--- config.mk ---
export PLATFORM = sky130hd
export DESIGN_NAME = scm_manager
export DESIGN_NICKNAME = d
export VERILOG_FILES = /design/src/rtl/scm_pkg.sv /design/src/rtl/scm_blinker.sv /design/src/rtl/scm_manager.sv
export SDC_FILE = /design/constraint.sdc
export NUM_CORES = 1
export LEC_CHECK = 0
export BUFFER_PORTS_ARGS = -buffer_cell sky130_fd_sc_hd__buf_2
export CORE_UTILIZATION = 30
export DETAILED_ROUTE_END_ITERATION = 8
export GPL_TIMING_DRIVEN = 0
export HOLD_SLACK_MARGIN = 0.02
export MAX_ROUTING_LAYER = met4
export RECOVER_POWER = 50
export SYNTH_ARGS = -nofsm -noshare
export SYNTH_HDL_FRONTEND = slang
export SYNTH_SLANG_ARGS = --single-unit
--- constraint.sdc ---
create_clock -name clk -period 5.4 [get_ports clk]
set_input_delay 0 -clock clk [delete_from_list [all_inputs] [get_ports clk]]
set_output_delay 0 -clock clk [all_outputs]
set_load 0.02 [all_outputs]
--- src/rtl/scm_pkg.sv ---
/*
 Shared constants and carriers for the configuration memory manager.
 Assumes one 100 MHz clock domain and a synchronous active-low reset.
*/
package scm_pkg;
	localparam logic [9:0] SCM_SW_RESET = 10'h384;
	localparam logic [9:0] SCM_SW_ERASE = 10'h385;
	localparam logic [9:0] SCM_SW_9XX_LO = 10'h384;
	localparam logic [9:0] SCM_SW_9XX_HI = 10'h3E7;
	localparam logic [9:0] SCM_DIAG_NONE = 10'h000;
	localparam logic [9:0] SCM_DIAG_NO_CHIP = 10'h200;
	localparam logic [9:0] SCM_DIAG_NO_CONFIG = 10'h201;
	localparam logic [9:0] SCM_DIAG_MISMATCH = 10'h202;
	localparam int SCM_CLK_MHZ = 100;
	localparam int SCM_BLINK_MS = 250;
	localparam int SCM_BLINK_CYC = SCM_BLINK_MS * 1000 * SCM_CLK_MHZ;
	localparam int SCM_SECTION_W = 2;
	localparam logic [1:0] SCM_SEC_SAFETY = 2'h1;

	typedef enum logic [1:0] {XF_NONE, XF_TO_CHIP, XF_TO_DEV, XF_ERASE} scm_xfer_e;

	typedef struct packed {
		logic devValid;
		logic chipPlugged;
		logic chipValid;
		logic copiesEqual;
	} scm_status_s;

	typedef struct packed {
		logic downloadDone;
		logic configChanged;
		logic deleteCmd;
	} scm_tool_s;

	typedef struct packed {
		logic start;
		scm_xfer_e kind;
		logic [SCM_SECTION_W-1:0] section;
	} scm_req_s;
endpackage : scm_pkg

--- src/rtl/scm_blinker.sv ---
/*
 Error indicator blinker.
 Assumes enable comes from logic on the same clock.
*/
module scm_blinker
	import scm_pkg::*;
#(
	parameter int HALF_PERIOD = SCM_BLINK_CYC
)
(
	// Clocking
	input wire logic clk,
	input wire logic rst_n,
	input wire logic ce,
	// Control
	input wire logic blinkEn,
	output logic led
);
	typedef struct packed {
		logic [31:0] cnt;
		logic led;
	} scm_blink_s;
	scm_blink_s st_r;
	scm_blink_s st_nxt;

	always_comb
	begin
		st_nxt = st_r;
		if (!blinkEn)
		begin
			st_nxt = '0;
		end
		else if (st_r.cnt >= 32'(HALF_PERIOD - 1))
		begin
			st_nxt.cnt = '0;
			st_nxt.led = !st_r.led;
		end
		else
		begin
			st_nxt.cnt = st_r.cnt + 32'h1;
		end
	end

	always_ff @(posedge clk)
	begin
		if (!rst_n)
			st_r <= '0;
		else if (ce)
			st_r <= st_nxt;
	end

	assign led = st_r.led;
endmodule : scm_blinker

--- src/rtl/scm_manager.sv ---
/*
 Safety configuration memory manager: start-up decision, copy and erase
 sequencing between device store and removable chip.
 Assumes the storage engine answers each request with a done pulse, and
 that switch and chip-present pins are asynchronous.
*/
module scm_manager
	import scm_pkg::*;
#(
	parameter int BLINK_HALF = SCM_BLINK_CYC
)
(
	// Clocking
	input wire logic clk,
	input wire logic rst_n,
	input wire logic ce,
	// Pins
	input wire logic [9:0] switchSetting,
	input wire logic chipPresent,
	// Store status and tool events
	input wire scm_status_s status,
	input wire scm_tool_s tool,
	input wire logic checkOk,
	input wire logic xferDone,
	// Store requests
	output scm_req_s req,
	output logic checkStart,
	output logic resetFunc,
	// Indication
	output logic running,
	output logic [9:0] diagCode,
	output logic errLed
);
	typedef enum logic [2:0] {
		S_SAMPLE, S_SETTLE, S_DECIDE, S_XFER,
		S_RUN, S_CHECK, S_HALT, S_ERASE
	} scm_state_e;

	typedef struct packed {
		scm_state_e state;
		logic [9:0] swSync1;
		logic [9:0] swSync2;
		logic presSync1;
		logic presSync2;
		logic plugSinceStart;
		logic current;
		logic erasing;
		logic running;
		logic resetFunc;
		logic checkStart;
		logic [9:0] diag;
		scm_req_s req;
		logic afterXfer;
	} scm_core_s;

	scm_core_s st_r;
	scm_core_s st_nxt;
	logic blinkLed;
	logic chipIn;

	function automatic logic in9xx(input logic [9:0] sw);
		in9xx = (sw >= SCM_SW_9XX_LO) && (sw <= SCM_SW_9XX_HI);
	endfunction : in9xx

	function automatic scm_req_s mkReq(input scm_xfer_e k);
		mkReq.start = 1'b1;
		mkReq.kind = k;
		mkReq.section = SCM_SEC_SAFETY;
	endfunction : mkReq

	assign chipIn = st_r.presSync2;

	always_comb
	begin
		st_nxt = st_r;
		st_nxt.swSync1 = switchSetting;
		st_nxt.swSync2 = st_r.swSync1;
		st_nxt.presSync1 = chipPresent;
		st_nxt.presSync2 = st_r.presSync1;
		st_nxt.req.start = 1'b0;
		st_nxt.checkStart = 1'b0;
		if (!chipIn)
			st_nxt.plugSinceStart = 1'b0;
		unique case (st_r.state)
			// Second sync stage holds the pins only two edges after reset
			S_SAMPLE:
				st_nxt.state = S_SETTLE;
			S_SETTLE:
				st_nxt.state = S_DECIDE;
			S_DECIDE:
			begin
				st_nxt.plugSinceStart = chipIn;
				if (st_r.swSync2 == SCM_SW_RESET)
				begin
					st_nxt.resetFunc = 1'b1;
					st_nxt.state = S_HALT;
				end
				else if (st_r.swSync2 == SCM_SW_ERASE && chipIn)
				begin
					st_nxt.req = mkReq(XF_ERASE);
					st_nxt.erasing = 1'b1;
					st_nxt.state = S_ERASE;
				end
				else if (!status.devValid && !(chipIn && status.chipValid))
				begin
					st_nxt.diag = SCM_DIAG_NO_CONFIG;
					st_nxt.state = S_HALT;
				end
				else if (status.devValid && !chipIn)
				begin
					st_nxt.diag = SCM_DIAG_NO_CHIP;
					st_nxt.state = S_HALT;
				end
				else if (!status.devValid && !in9xx(st_r.swSync2))
				begin
					st_nxt.req = mkReq(XF_TO_DEV);
					st_nxt.running = 1'b1;
					st_nxt.state = S_XFER;
				end
				else if (!status.devValid)
				begin
					st_nxt.diag = SCM_DIAG_NO_CONFIG;
					st_nxt.state = S_HALT;
				end
				else if (!status.chipValid)
				begin
					st_nxt.req = mkReq(XF_TO_CHIP);
					st_nxt.running = 1'b1;
					st_nxt.state = S_XFER;
				end
				else
				begin
					st_nxt.running = 1'b1;
					st_nxt.current = status.copiesEqual;
					if (!status.copiesEqual)
						st_nxt.diag = SCM_DIAG_MISMATCH;
					st_nxt.state = S_RUN;
				end
			end
			S_XFER:
				if (xferDone)
				begin
					st_nxt.current = 1'b1;
					st_nxt.state = S_RUN;
				end
			S_ERASE:
				if (xferDone)
				begin
					st_nxt.erasing = 1'b0;
					st_nxt.current = 1'b0;
					st_nxt.state = st_r.running ? S_RUN : S_HALT;
				end
			S_CHECK:
				if (checkOk)
				begin
					st_nxt.req = mkReq(XF_TO_DEV);
					st_nxt.state = S_XFER;
				end
			S_RUN:
			begin
				if (!chipIn)
					st_nxt.diag = SCM_DIAG_NO_CHIP;
				if (tool.deleteCmd && chipIn)
				begin
					st_nxt.req = mkReq(XF_ERASE);
					st_nxt.erasing = 1'b1;
					st_nxt.state = S_ERASE;
				end
				else if (tool.downloadDone && chipIn &&
					st_r.plugSinceStart && st_r.current)
				begin
					st_nxt.req = mkReq(XF_TO_CHIP);
					st_nxt.state = S_XFER;
				end
				else if (tool.configChanged && chipIn &&
					status.chipValid && !status.copiesEqual)
				begin
					st_nxt.checkStart = 1'b1;
					st_nxt.state = S_CHECK;
				end
			end
			S_HALT:
				st_nxt.state = S_HALT;
		endcase
	end

	always_ff @(posedge clk)
	begin
		if (!rst_n)
			st_r <= '0;
		else if (ce)
			st_r <= st_nxt;
	end

	// Blink follows the erase flag only, so it stops one cycle after the erase flag clears
	scm_blinker #(.HALF_PERIOD(BLINK_HALF)) u_blink (
		.clk(clk),
		.rst_n(rst_n),
		.ce(ce),
		.blinkEn(st_r.erasing),
		.led(blinkLed)
	);

	assign req = st_r.req;
	assign checkStart = st_r.checkStart;
	assign resetFunc = st_r.resetFunc;
	assign running = st_r.running;
	assign diagCode = st_r.diag;
	assign errLed = blinkLed;

	property p_erase_blink;
		@(posedge clk) disable iff (!rst_n)
		(st_r.state == S_ERASE && ce && xferDone) |=> !st_r.erasing;
	endproperty
	a_erase_blink: assert property (p_erase_blink)
		else $error("Erase flag held after done");

	property p_no_config;
		@(posedge clk) disable iff (!rst_n)
		(diagCode == SCM_DIAG_NO_CONFIG) |-> !running;
	endproperty
	a_no_config: assert property (p_no_config)
		else $error("Running with no configuration");

	property p_reset_func;
		@(posedge clk) disable iff (!rst_n)
		resetFunc |-> !running && !req.start;
	endproperty
	a_reset_func: assert property (p_reset_func)
		else $error("Reset function with normal start");

	property p_section;
		@(posedge clk) disable iff (!rst_n)
		req.start |-> req.section == SCM_SEC_SAFETY;
	endproperty
	a_section: assert property (p_section)
		else $error("Non-safety section requested");

	property p_pull_diag;
		@(posedge clk) disable iff (!rst_n)
		(st_r.state == S_RUN && ce && !chipIn) |=> diagCode == SCM_DIAG_NO_CHIP;
	endproperty
	a_pull_diag: assert property (p_pull_diag)
		else $error("Chip pulled without diagnostic");

	property p_delete;
		@(posedge clk) disable iff (!rst_n)
		(st_r.state == S_RUN && ce && tool.deleteCmd && chipIn)
			|=> req.start && req.kind == XF_ERASE;
	endproperty
	a_delete: assert property (p_delete)
		else $error("Delete command not served");

	property p_check_first;
		@(posedge clk) disable iff (!rst_n)
		checkStart |-> st_r.state == S_CHECK && !req.start;
	endproperty
	a_check_first: assert property (p_check_first)
		else $error("Transfer before check");

	property p_mismatch;
		@(posedge clk) disable iff (!rst_n)
		(diagCode == SCM_DIAG_MISMATCH) |-> running;
	endproperty
	a_mismatch: assert property (p_mismatch)
		else $error("Mismatch without running");
endmodule : scm_manager

==> flow_metrics.tcl, run 1 <==
set metrics [dict create \
    peakVddDrop_uv 142 \
    coreArea_um2 11100 \
    area_growth_pct 23.1 \
    nets 491 \
    track_usage 0.144 \
    drv_cap 0 \
    place_congestion 0.848 \
    arrival_ns 2.23 \
    run_status "completed" \
    worstMarginPinSlew_ns 0.700 \
    clock.fmax_ghz 0.492 \
    path_max_fanout 4 \
    finalHoldViolCount 0 \
    initial_core_util 0.314 \
    io_buffers 31 \
    cts-buffers-inserted 9 \
    crit_type "flip-flop to flip-flop" \
    ys.warnings.count 0 \
    ant_nets 0 \
    post-route-min-period_ns 2.03 \
    postSynthAreaPerCell_um2 8.54 \
    p_leak_uw 0.00167 \
    p_per_area_nw_per_um2 325 \
    dieArea_um2 12000 \
    max_stage_delay_ns 0.56 \
    num_rows 38 \
    h-tree-depth 3 \
    startpoint_type "flip-flop" \
    synth-edff-count 0 \
    syn_inst 407 \
    drtIter0Drc 142 \
    clock_latency_ns 0.33 \
    hp-class "input pin to flip-flop" \
    wl_per_cell_um 12.4 \
    synthFlopType "dfxtp_1" \
    overflow 0 \
    grt_pass1_vias 2809 \
    clk_pin_slew_worst_paths_ns 0.06 \
    viasPerCell 4.71 \
    syn-cell-area_um2 3480 \
    ios 42 \
    post-route-drc-count 0 \
    fin_cells 612 \
    rsz0062_at_grt "no" \
    die_w_um 110 \
    max_slew_margin 0.534 \
    ctsRootBufferMaster "clkbuf_16" \
    final_min_period_over_clock_period 0.376 \
    ys_seq_area_frac 0.409 \
    path_cells "nor4_1 -> and2_1 -> nand4_1 -> a311oi_1 -> mux2i_1 -> nor2_1" \
    firstDrtPassIters 4 \
    diodes 0 \
    drt_wl_total_mm 7.60 \
    end_kind "flip-flop" \
    crit_slowest_cell "nor4_1" \
    post_cts_buffers 0 \
    setup_tns_ns 0 \
    maxSlewViolCount 0 \
    clockBufferDepth 2 \
    die_y_um 110 \
    antenna_found_initial 0 \
    fin_skew_ns 0.00678 \
    async_flop_share 0 \
    grt_pass1_wl_mm 13.2 \
    grt_max_degree 13 \
    dr_total_vias 2884 \
    drive_above_1_share 0.146 \
    dp_cells 585 \
    dpl.hpwl_mm 5.60 \
    cts.sinks 71 \
    synth_seq_cells 71 \
    critPathRequiredTime_ns 5.60 \
    cts_tree "built" \
    ys_types 61 \
    setup_viol 0 \
]
==> routing by layer <==
metal,track usage,share of wire,routed length [um],vias to the layer above
met5,-,0,0,-
met4,0.0429,0.0082,62,0
met3,0.0362,0.041,309,4
met2,0.230,0.47,3580,55
met1,0.180,0.48,3650,1329
li1,-,-,-,1496
==> final cells by class <==
cell class | instances | area (um2)
plain buffers | 32 | 189
clock inverters | 5 | 129
flip-flops and latches | 71 | 1420
well taps | 140 | 175
inverters | 12 | 45.0
clock buffers | 11 | 243
fillers | 1127 | 6800
multi-input cells | 299 | 1830
repair buffers | 42 | 250
==> cell usage in the layout, fill, tap and decap left out, types with 2 or more instances in the layout <==
| master | instances |
|---|---|
| clkbuf_16 | 9 |
| nand2b_1 | 3 |
| o2111ai_1 | 2 |
| nand2_1 | 33 |
| nor2_1 | 78 |
| bufinv_16 | 4 |
| o211ai_1 | 2 |
| a41o_1 | 3 |
| nor4_1 | 3 |
| xnor2_1 | 19 |
| o22ai_1 | 2 |
| clkbuf_1 | 25 |
| and3_1 | 9 |
| nor2b_1 | 5 |
| nand3_1 | 18 |
| buf_4 | 15 |
| and2_1 | 2 |
| xor2_1 | 12 |
| dlygate4sd3_1 | 11 |
| buf_2 | 23 |
| dfxtp_1 | 71 |
| o21ai_0 | 5 |
| nand4_1 | 5 |
| nand3b_1 | 2 |
| inv_1 | 12 |
| o211a_1 | 2 |
| nor3b_1 | 2 |
| a31oi_1 | 5 |
| conb_1 | 8 |
| nor3_1 | 10 |
| or2_2 | 2 |
| mux2i_1 | 27 |
| a21oi_1 | 12 |
==> critical path: cells and delay by family, from the launching register on <==
family           cells  cell delay [ns]
multiplexers         1             0.22
AND/OR/NAND/NOR      4             0.96
flip-flops           1             0.33
AO/OA/AOI/OAI        1             0.39
==> where the power goes <==
group	leakage, uW	switching, uW	internal (uW)
sequential	0.000576	10.8	537
combinational	0.000911	65.5	46.5
clock	0.000180	218	511
total	0.00167	294	1100
==> through the flow <==
step                setup WS (ns)  hold slack [ns]  total power, uW  utilization  cell area, um2
floorplan                    3.70            0.147              635            -            3500
global placement             3.45            0.235              665        0.346            3830
detailed placement           3.39            0.239              666        0.346            3830
CTS                          3.37           0.0302             1410        0.389            4310
global route                 3.13           0.0605             1440        0.386            4280
finish                       3.37           0.0438             1390        0.386            4280
==> path summary, 6_finish.rpt <==
path                         start                       to  slack [ns]  cells after the start
max          st_r[27]$_SDFFE_PN0P_    st_r[19]$_SDFFE_PN0P_        3.37                      6
min                      status[0]  checkStart$_SDFFE_PN0P_        0.04                      4
max reg2reg  st_r[27]$_SDFFE_PN0P_    st_r[19]$_SDFFE_PN0P_        3.37                      6
min reg2reg    req[0]$_SDFFE_PN0P_      req[0]$_SDFFE_PN0P_        0.45                      2
==> synth_stat cells (7+ instances only) <==
| library cell | number | area share |
|---|---|---|
| nand2_1 | 33 | 0.036 |
| a21oi_1 | 12 | 0.017 |
| buf_2 | 8 | 0.012 |
| buf_4 | 15 | 0.032 |
| inv_1 | 12 | 0.013 |
| nor2_1 | 78 | 0.084 |
| and3_1 | 9 | 0.016 |
| dfxtp_1 | 71 | 0.41 |
| nand3_1 | 18 | 0.026 |
| clkbuf_1 | 7 | 0.0076 |
| nor3_1 | 10 | 0.014 |
| mux2i_1 | 27 | 0.078 |
| xnor2_1 | 19 | 0.048 |
| xor2_1 | 12 | 0.030 |
==> registers in the layout (all words and copies together), names as in the netlist <==
| register | flops |
|---|---|
| st_nxt | 11 |
| u_blink.led | 1 |
| diagCode | 3 |
| u_blink.st_r | 32 |
| resetFunc | 1 |
| chipIn | 1 |
| st_r | 16 |
| checkStart | 1 |
| req | 4 |
| running | 1 |
==> cell families after synthesis <==
group | after synthesis | synth area share
AOI/OAI and AO/OA | 49 | 0.104
xor gates and xnor gates | 31 | 0.0781
adders and majority gates | 1 | 0.00360
buffers and inverters | 44 | 0.0688
DFF | 71 | 0.409
muxes | 28 | 0.0810
other | 1 | 0.00108
and+or+nand+nor | 182 | 0.254
==> timing repair <==
action                                  CTS  global route
resized for setup                         0             0
hold buffers                             11             0
endpoints found under the hold margin    11             0
endpoints found under the setup margin    0             0
Power figures use the tool's default switching activity.
==> run 2: changes to the inputs <==
==> constraint.sdc (replaced) <==
create_clock -name clk -period 1.8 [get_ports clk]
set_input_delay 0 -clock clk [delete_from_list [all_inputs] [get_ports clk]]
set_output_delay 0 -clock clk [all_outputs]
set_load 0.02 [all_outputs]
==> run 2 against run 1 <==
Net effect: global-route usage up 0.24 points; sequential power rose to 3.0 times the previous value; die area unchanged; critical path type unchanged; power increased to 3.1 times the previous value; setup slack got worse by 3.4 ns; cell count rose by 2.0%; count of clock-buffer cells in the layout did not move; critical endpoint is now diagCode[0]$_SDFFE_PN0P_; the run now ends with setup timing left; clock skew is essentially flat; sequential cell count did not move; sequential share of layout area is 2.5 points lower; core utilization is 3.4 points higher.
==> flow_metrics.tcl, run 2 (same netlist as run 1, synthesis figures left out) <==
set metrics [dict create \
    run_status "finished, violations left" \
    violations "setup timing" \
    fin_skew_ns 0.00658 \
    arrival_ns 2.00 \
    drv_cap 0 \
    min_from "status[0]" \
    critPathRequiredTime_ns 2.00 \
    cts_tree "built" \
    dpl.hpwl_mm 5.60 \
    setup_viol 1 \
    rsz0062_at_grt "yes" \
    r2r_slack_ns -0.003 \
    grt_pass1_vias 2837 \
    finalPower_uw 4240 \
    r2r.worst_path.cells 6 \
    max_slew_margin 0.650 \
    track_usage 0.147 \
    cts-buffers-inserted 9 \
    worst_slack_ns -0.00253 \
    dr_total_vias 3002 \
    layout_common_cells "nor2_1, dfxtp_1, nand2_1" \
    firstDrtPassIters 6 \
    startpoint_type "flip-flop" \
    p_clk_frac 0.517 \
    overflow 0 \
    setup_tns_ns -0.00253 \
    end_kind "flip-flop" \
    grt_pass1_wl_mm 13.3 \
    area_growth_pct 33.9 \
    initial_core_util 0.314 \
    nets 503 \
    cts.sinks 71 \
    diodes 0 \
    switching_share 0.216 \
    final_core_util 0.420 \
    die_y_um 110 \
    place_congestion 0.848 \
    largest_reg_flops 32 \
    ant_nets 0 \
    drt_wl_total_mm 8.17 \
    h-tree-depth 3 \
    p_comb_frac 0.094 \
    p_per_area_nw_per_um2 911 \
    die_w_um 110 \
    drive_above_1_share 0.240 \
    clock_latency_ns 0.33 \
    finalHoldViolCount 0 \
    post-route-drc-count 0 \
    antenna_found_initial 0 \
    whs_path_depth 4 \
    worstMarginPinSlew_ns 0.525 \
    hp-class "input pin to flip-flop" \
    p_leak_uw 0.00181 \
    peakVddDrop_uv 451 \
    pre_cts_ws_ns -0.212 \
    num_rows 38 \
    viasPerCell 4.81 \
    post-route-min-period_ns 1.80 \
    crit_type "flip-flop to flip-flop" \
    maxSlewViolCount 0 \
    ios 42 \
    r2r-end "diagCode[0]$_SDFFE_PN0P_" \
    dieArea_um2 12000 \
    switchingPower_uw 916 \
    min_to "checkStart$_SDFFE_PN0P_" \
    path_max_fanout 4 \
    final_common_cell "nor2_1" \
    grt_max_degree 13 \
    holdWs_ns 0.0606 \
    ctsRootBufferMaster "clkbuf_16" \
    final_min_period_over_clock_period 1.00 \
    drtIter0Drc 105 \
    io_buffers 31 \
    clk_pin_slew_worst_paths_ns 0.06 \
    coreArea_um2 11100 \
    clockBufferDepth 2 \
    wl_per_cell_um 13.1 \
    power.share.sequential 0.389 \
    regMostFlops "u_blink.st_r" \
    clock.fmax_ghz 0.555 \
    worstReg2RegStart "st_r[27]$_SDFFE_PN0P_" \
    p_int_uw 3320 \
]
-- run 2: cell types whose count changed in the layout (fill, tap and decap cells not counted), moves of 3 or more --
cell | before | now
dfxtp_2 | 0 | 5
nor3_2 | 1 | 4
buf_6 | 1 | 5
clkbuf_1 | 25 | 18
nor3_1 | 10 | 5
dfxtp_1 | 71 | 65
buf_4 | 15 | 24
-- run 2: worst max-delay path by stage --
| stage | start | slack, ns | end | depth (start not counted) |
|---|---|---|---|---|
| floorplan | u_blink.st_r[1]$_SDFFE_PN0P_ | 0.1 | u_blink.st_r[10]$_SDFFE_PN0P_ | 8 |
| global route | u_blink.st_r[10]$_SDFFE_PN0P_ | -0.09 | u_blink.st_r[17]$_SDFFE_PN0P_ | 6 |
| finish | st_r[27]$_SDFFE_PN0P_ | -0.003 | diagCode[0]$_SDFFE_PN0P_ | 6 |
| detailed placement | u_blink.st_r[1]$_SDFFE_PN0P_ | -0.21 | u_blink.st_r[20]$_SDFFE_PN0P_ | 8 |
| global placement | u_blink.st_r[1]$_SDFFE_PN0P_ | -0.15 | u_blink.st_r[21]$_SDFFE_PN0P_ | 8 |
| CTS | st_r[27]$_SDFFE_PN0P_ | -0.03 | req[3]$_SDFFE_PN0P_ | 6 |
-- run 2: routing by layer --
layer / share of wire / track usage
met4: 0.018 / 0.0429
met2: 0.48 / 0.238
met1: 0.46 / 0.180
met3: 0.043 / 0.0362
met5: 0 / -
-- run 2: power by group through the flow --
stage	combinational (uW)	clock [uW]	sequential (uW)
5_1_grt	438	2300	1650
2_1_floorplan	239	0	1670
3_5_place_dp	321	0	1680
6_report	399	2190	1650
3_3_place_gp	319	0	1680
4_1_cts	360	2240	1650
-- run 2: stage by stage --
| step | std cells | instance area (um2) |
|---|---|---|
| after floorplan | 414 | 3500 |
| after global placement | 585 | 3830 |
| after detailed placement | 585 | 3830 |
| after CTS | 617 | 4450 |
| after global routing | 624 | 4650 |
| final | 624 | 4650 |
-- run 2: what timing repair did --
| action | in CTS | in global routing |
|---|---|---|
| gates resized for setup | 23 | 37 |
| hold endpoints to repair | 12 | 0 |
| cloned | 0 | 3 |
| pin swaps | 8 | 14 |
| hold buffers | 12 | 0 |
| setup buffers | 4 | 5 |
| endpoints found under the setup margin | 36 | 41 |
-- run 2: critical path, cell delays in order (launching register included) --
cell and delay [ns]:
dfxtp_2 0.34, or4_4 0.55, o211ai_4 0.23, and2_1 0.23, o32ai_4 0.11, mux2i_1 0.18, nor2_1 0.05
-- run 2: area by class of cell --
class / count / area [um2]
Timing Repair Buffer: 55 / 375
Multi-Input combinational cell: 299 / 2040
Buffer: 31 / 215
Inverter: 12 / 45.0
Clock buffer: 11 / 243
Tap cell: 140 / 175
Fill cell: 1080 / 6420
Clock inverter: 5 / 129
Sequential cell: 71 / 1430
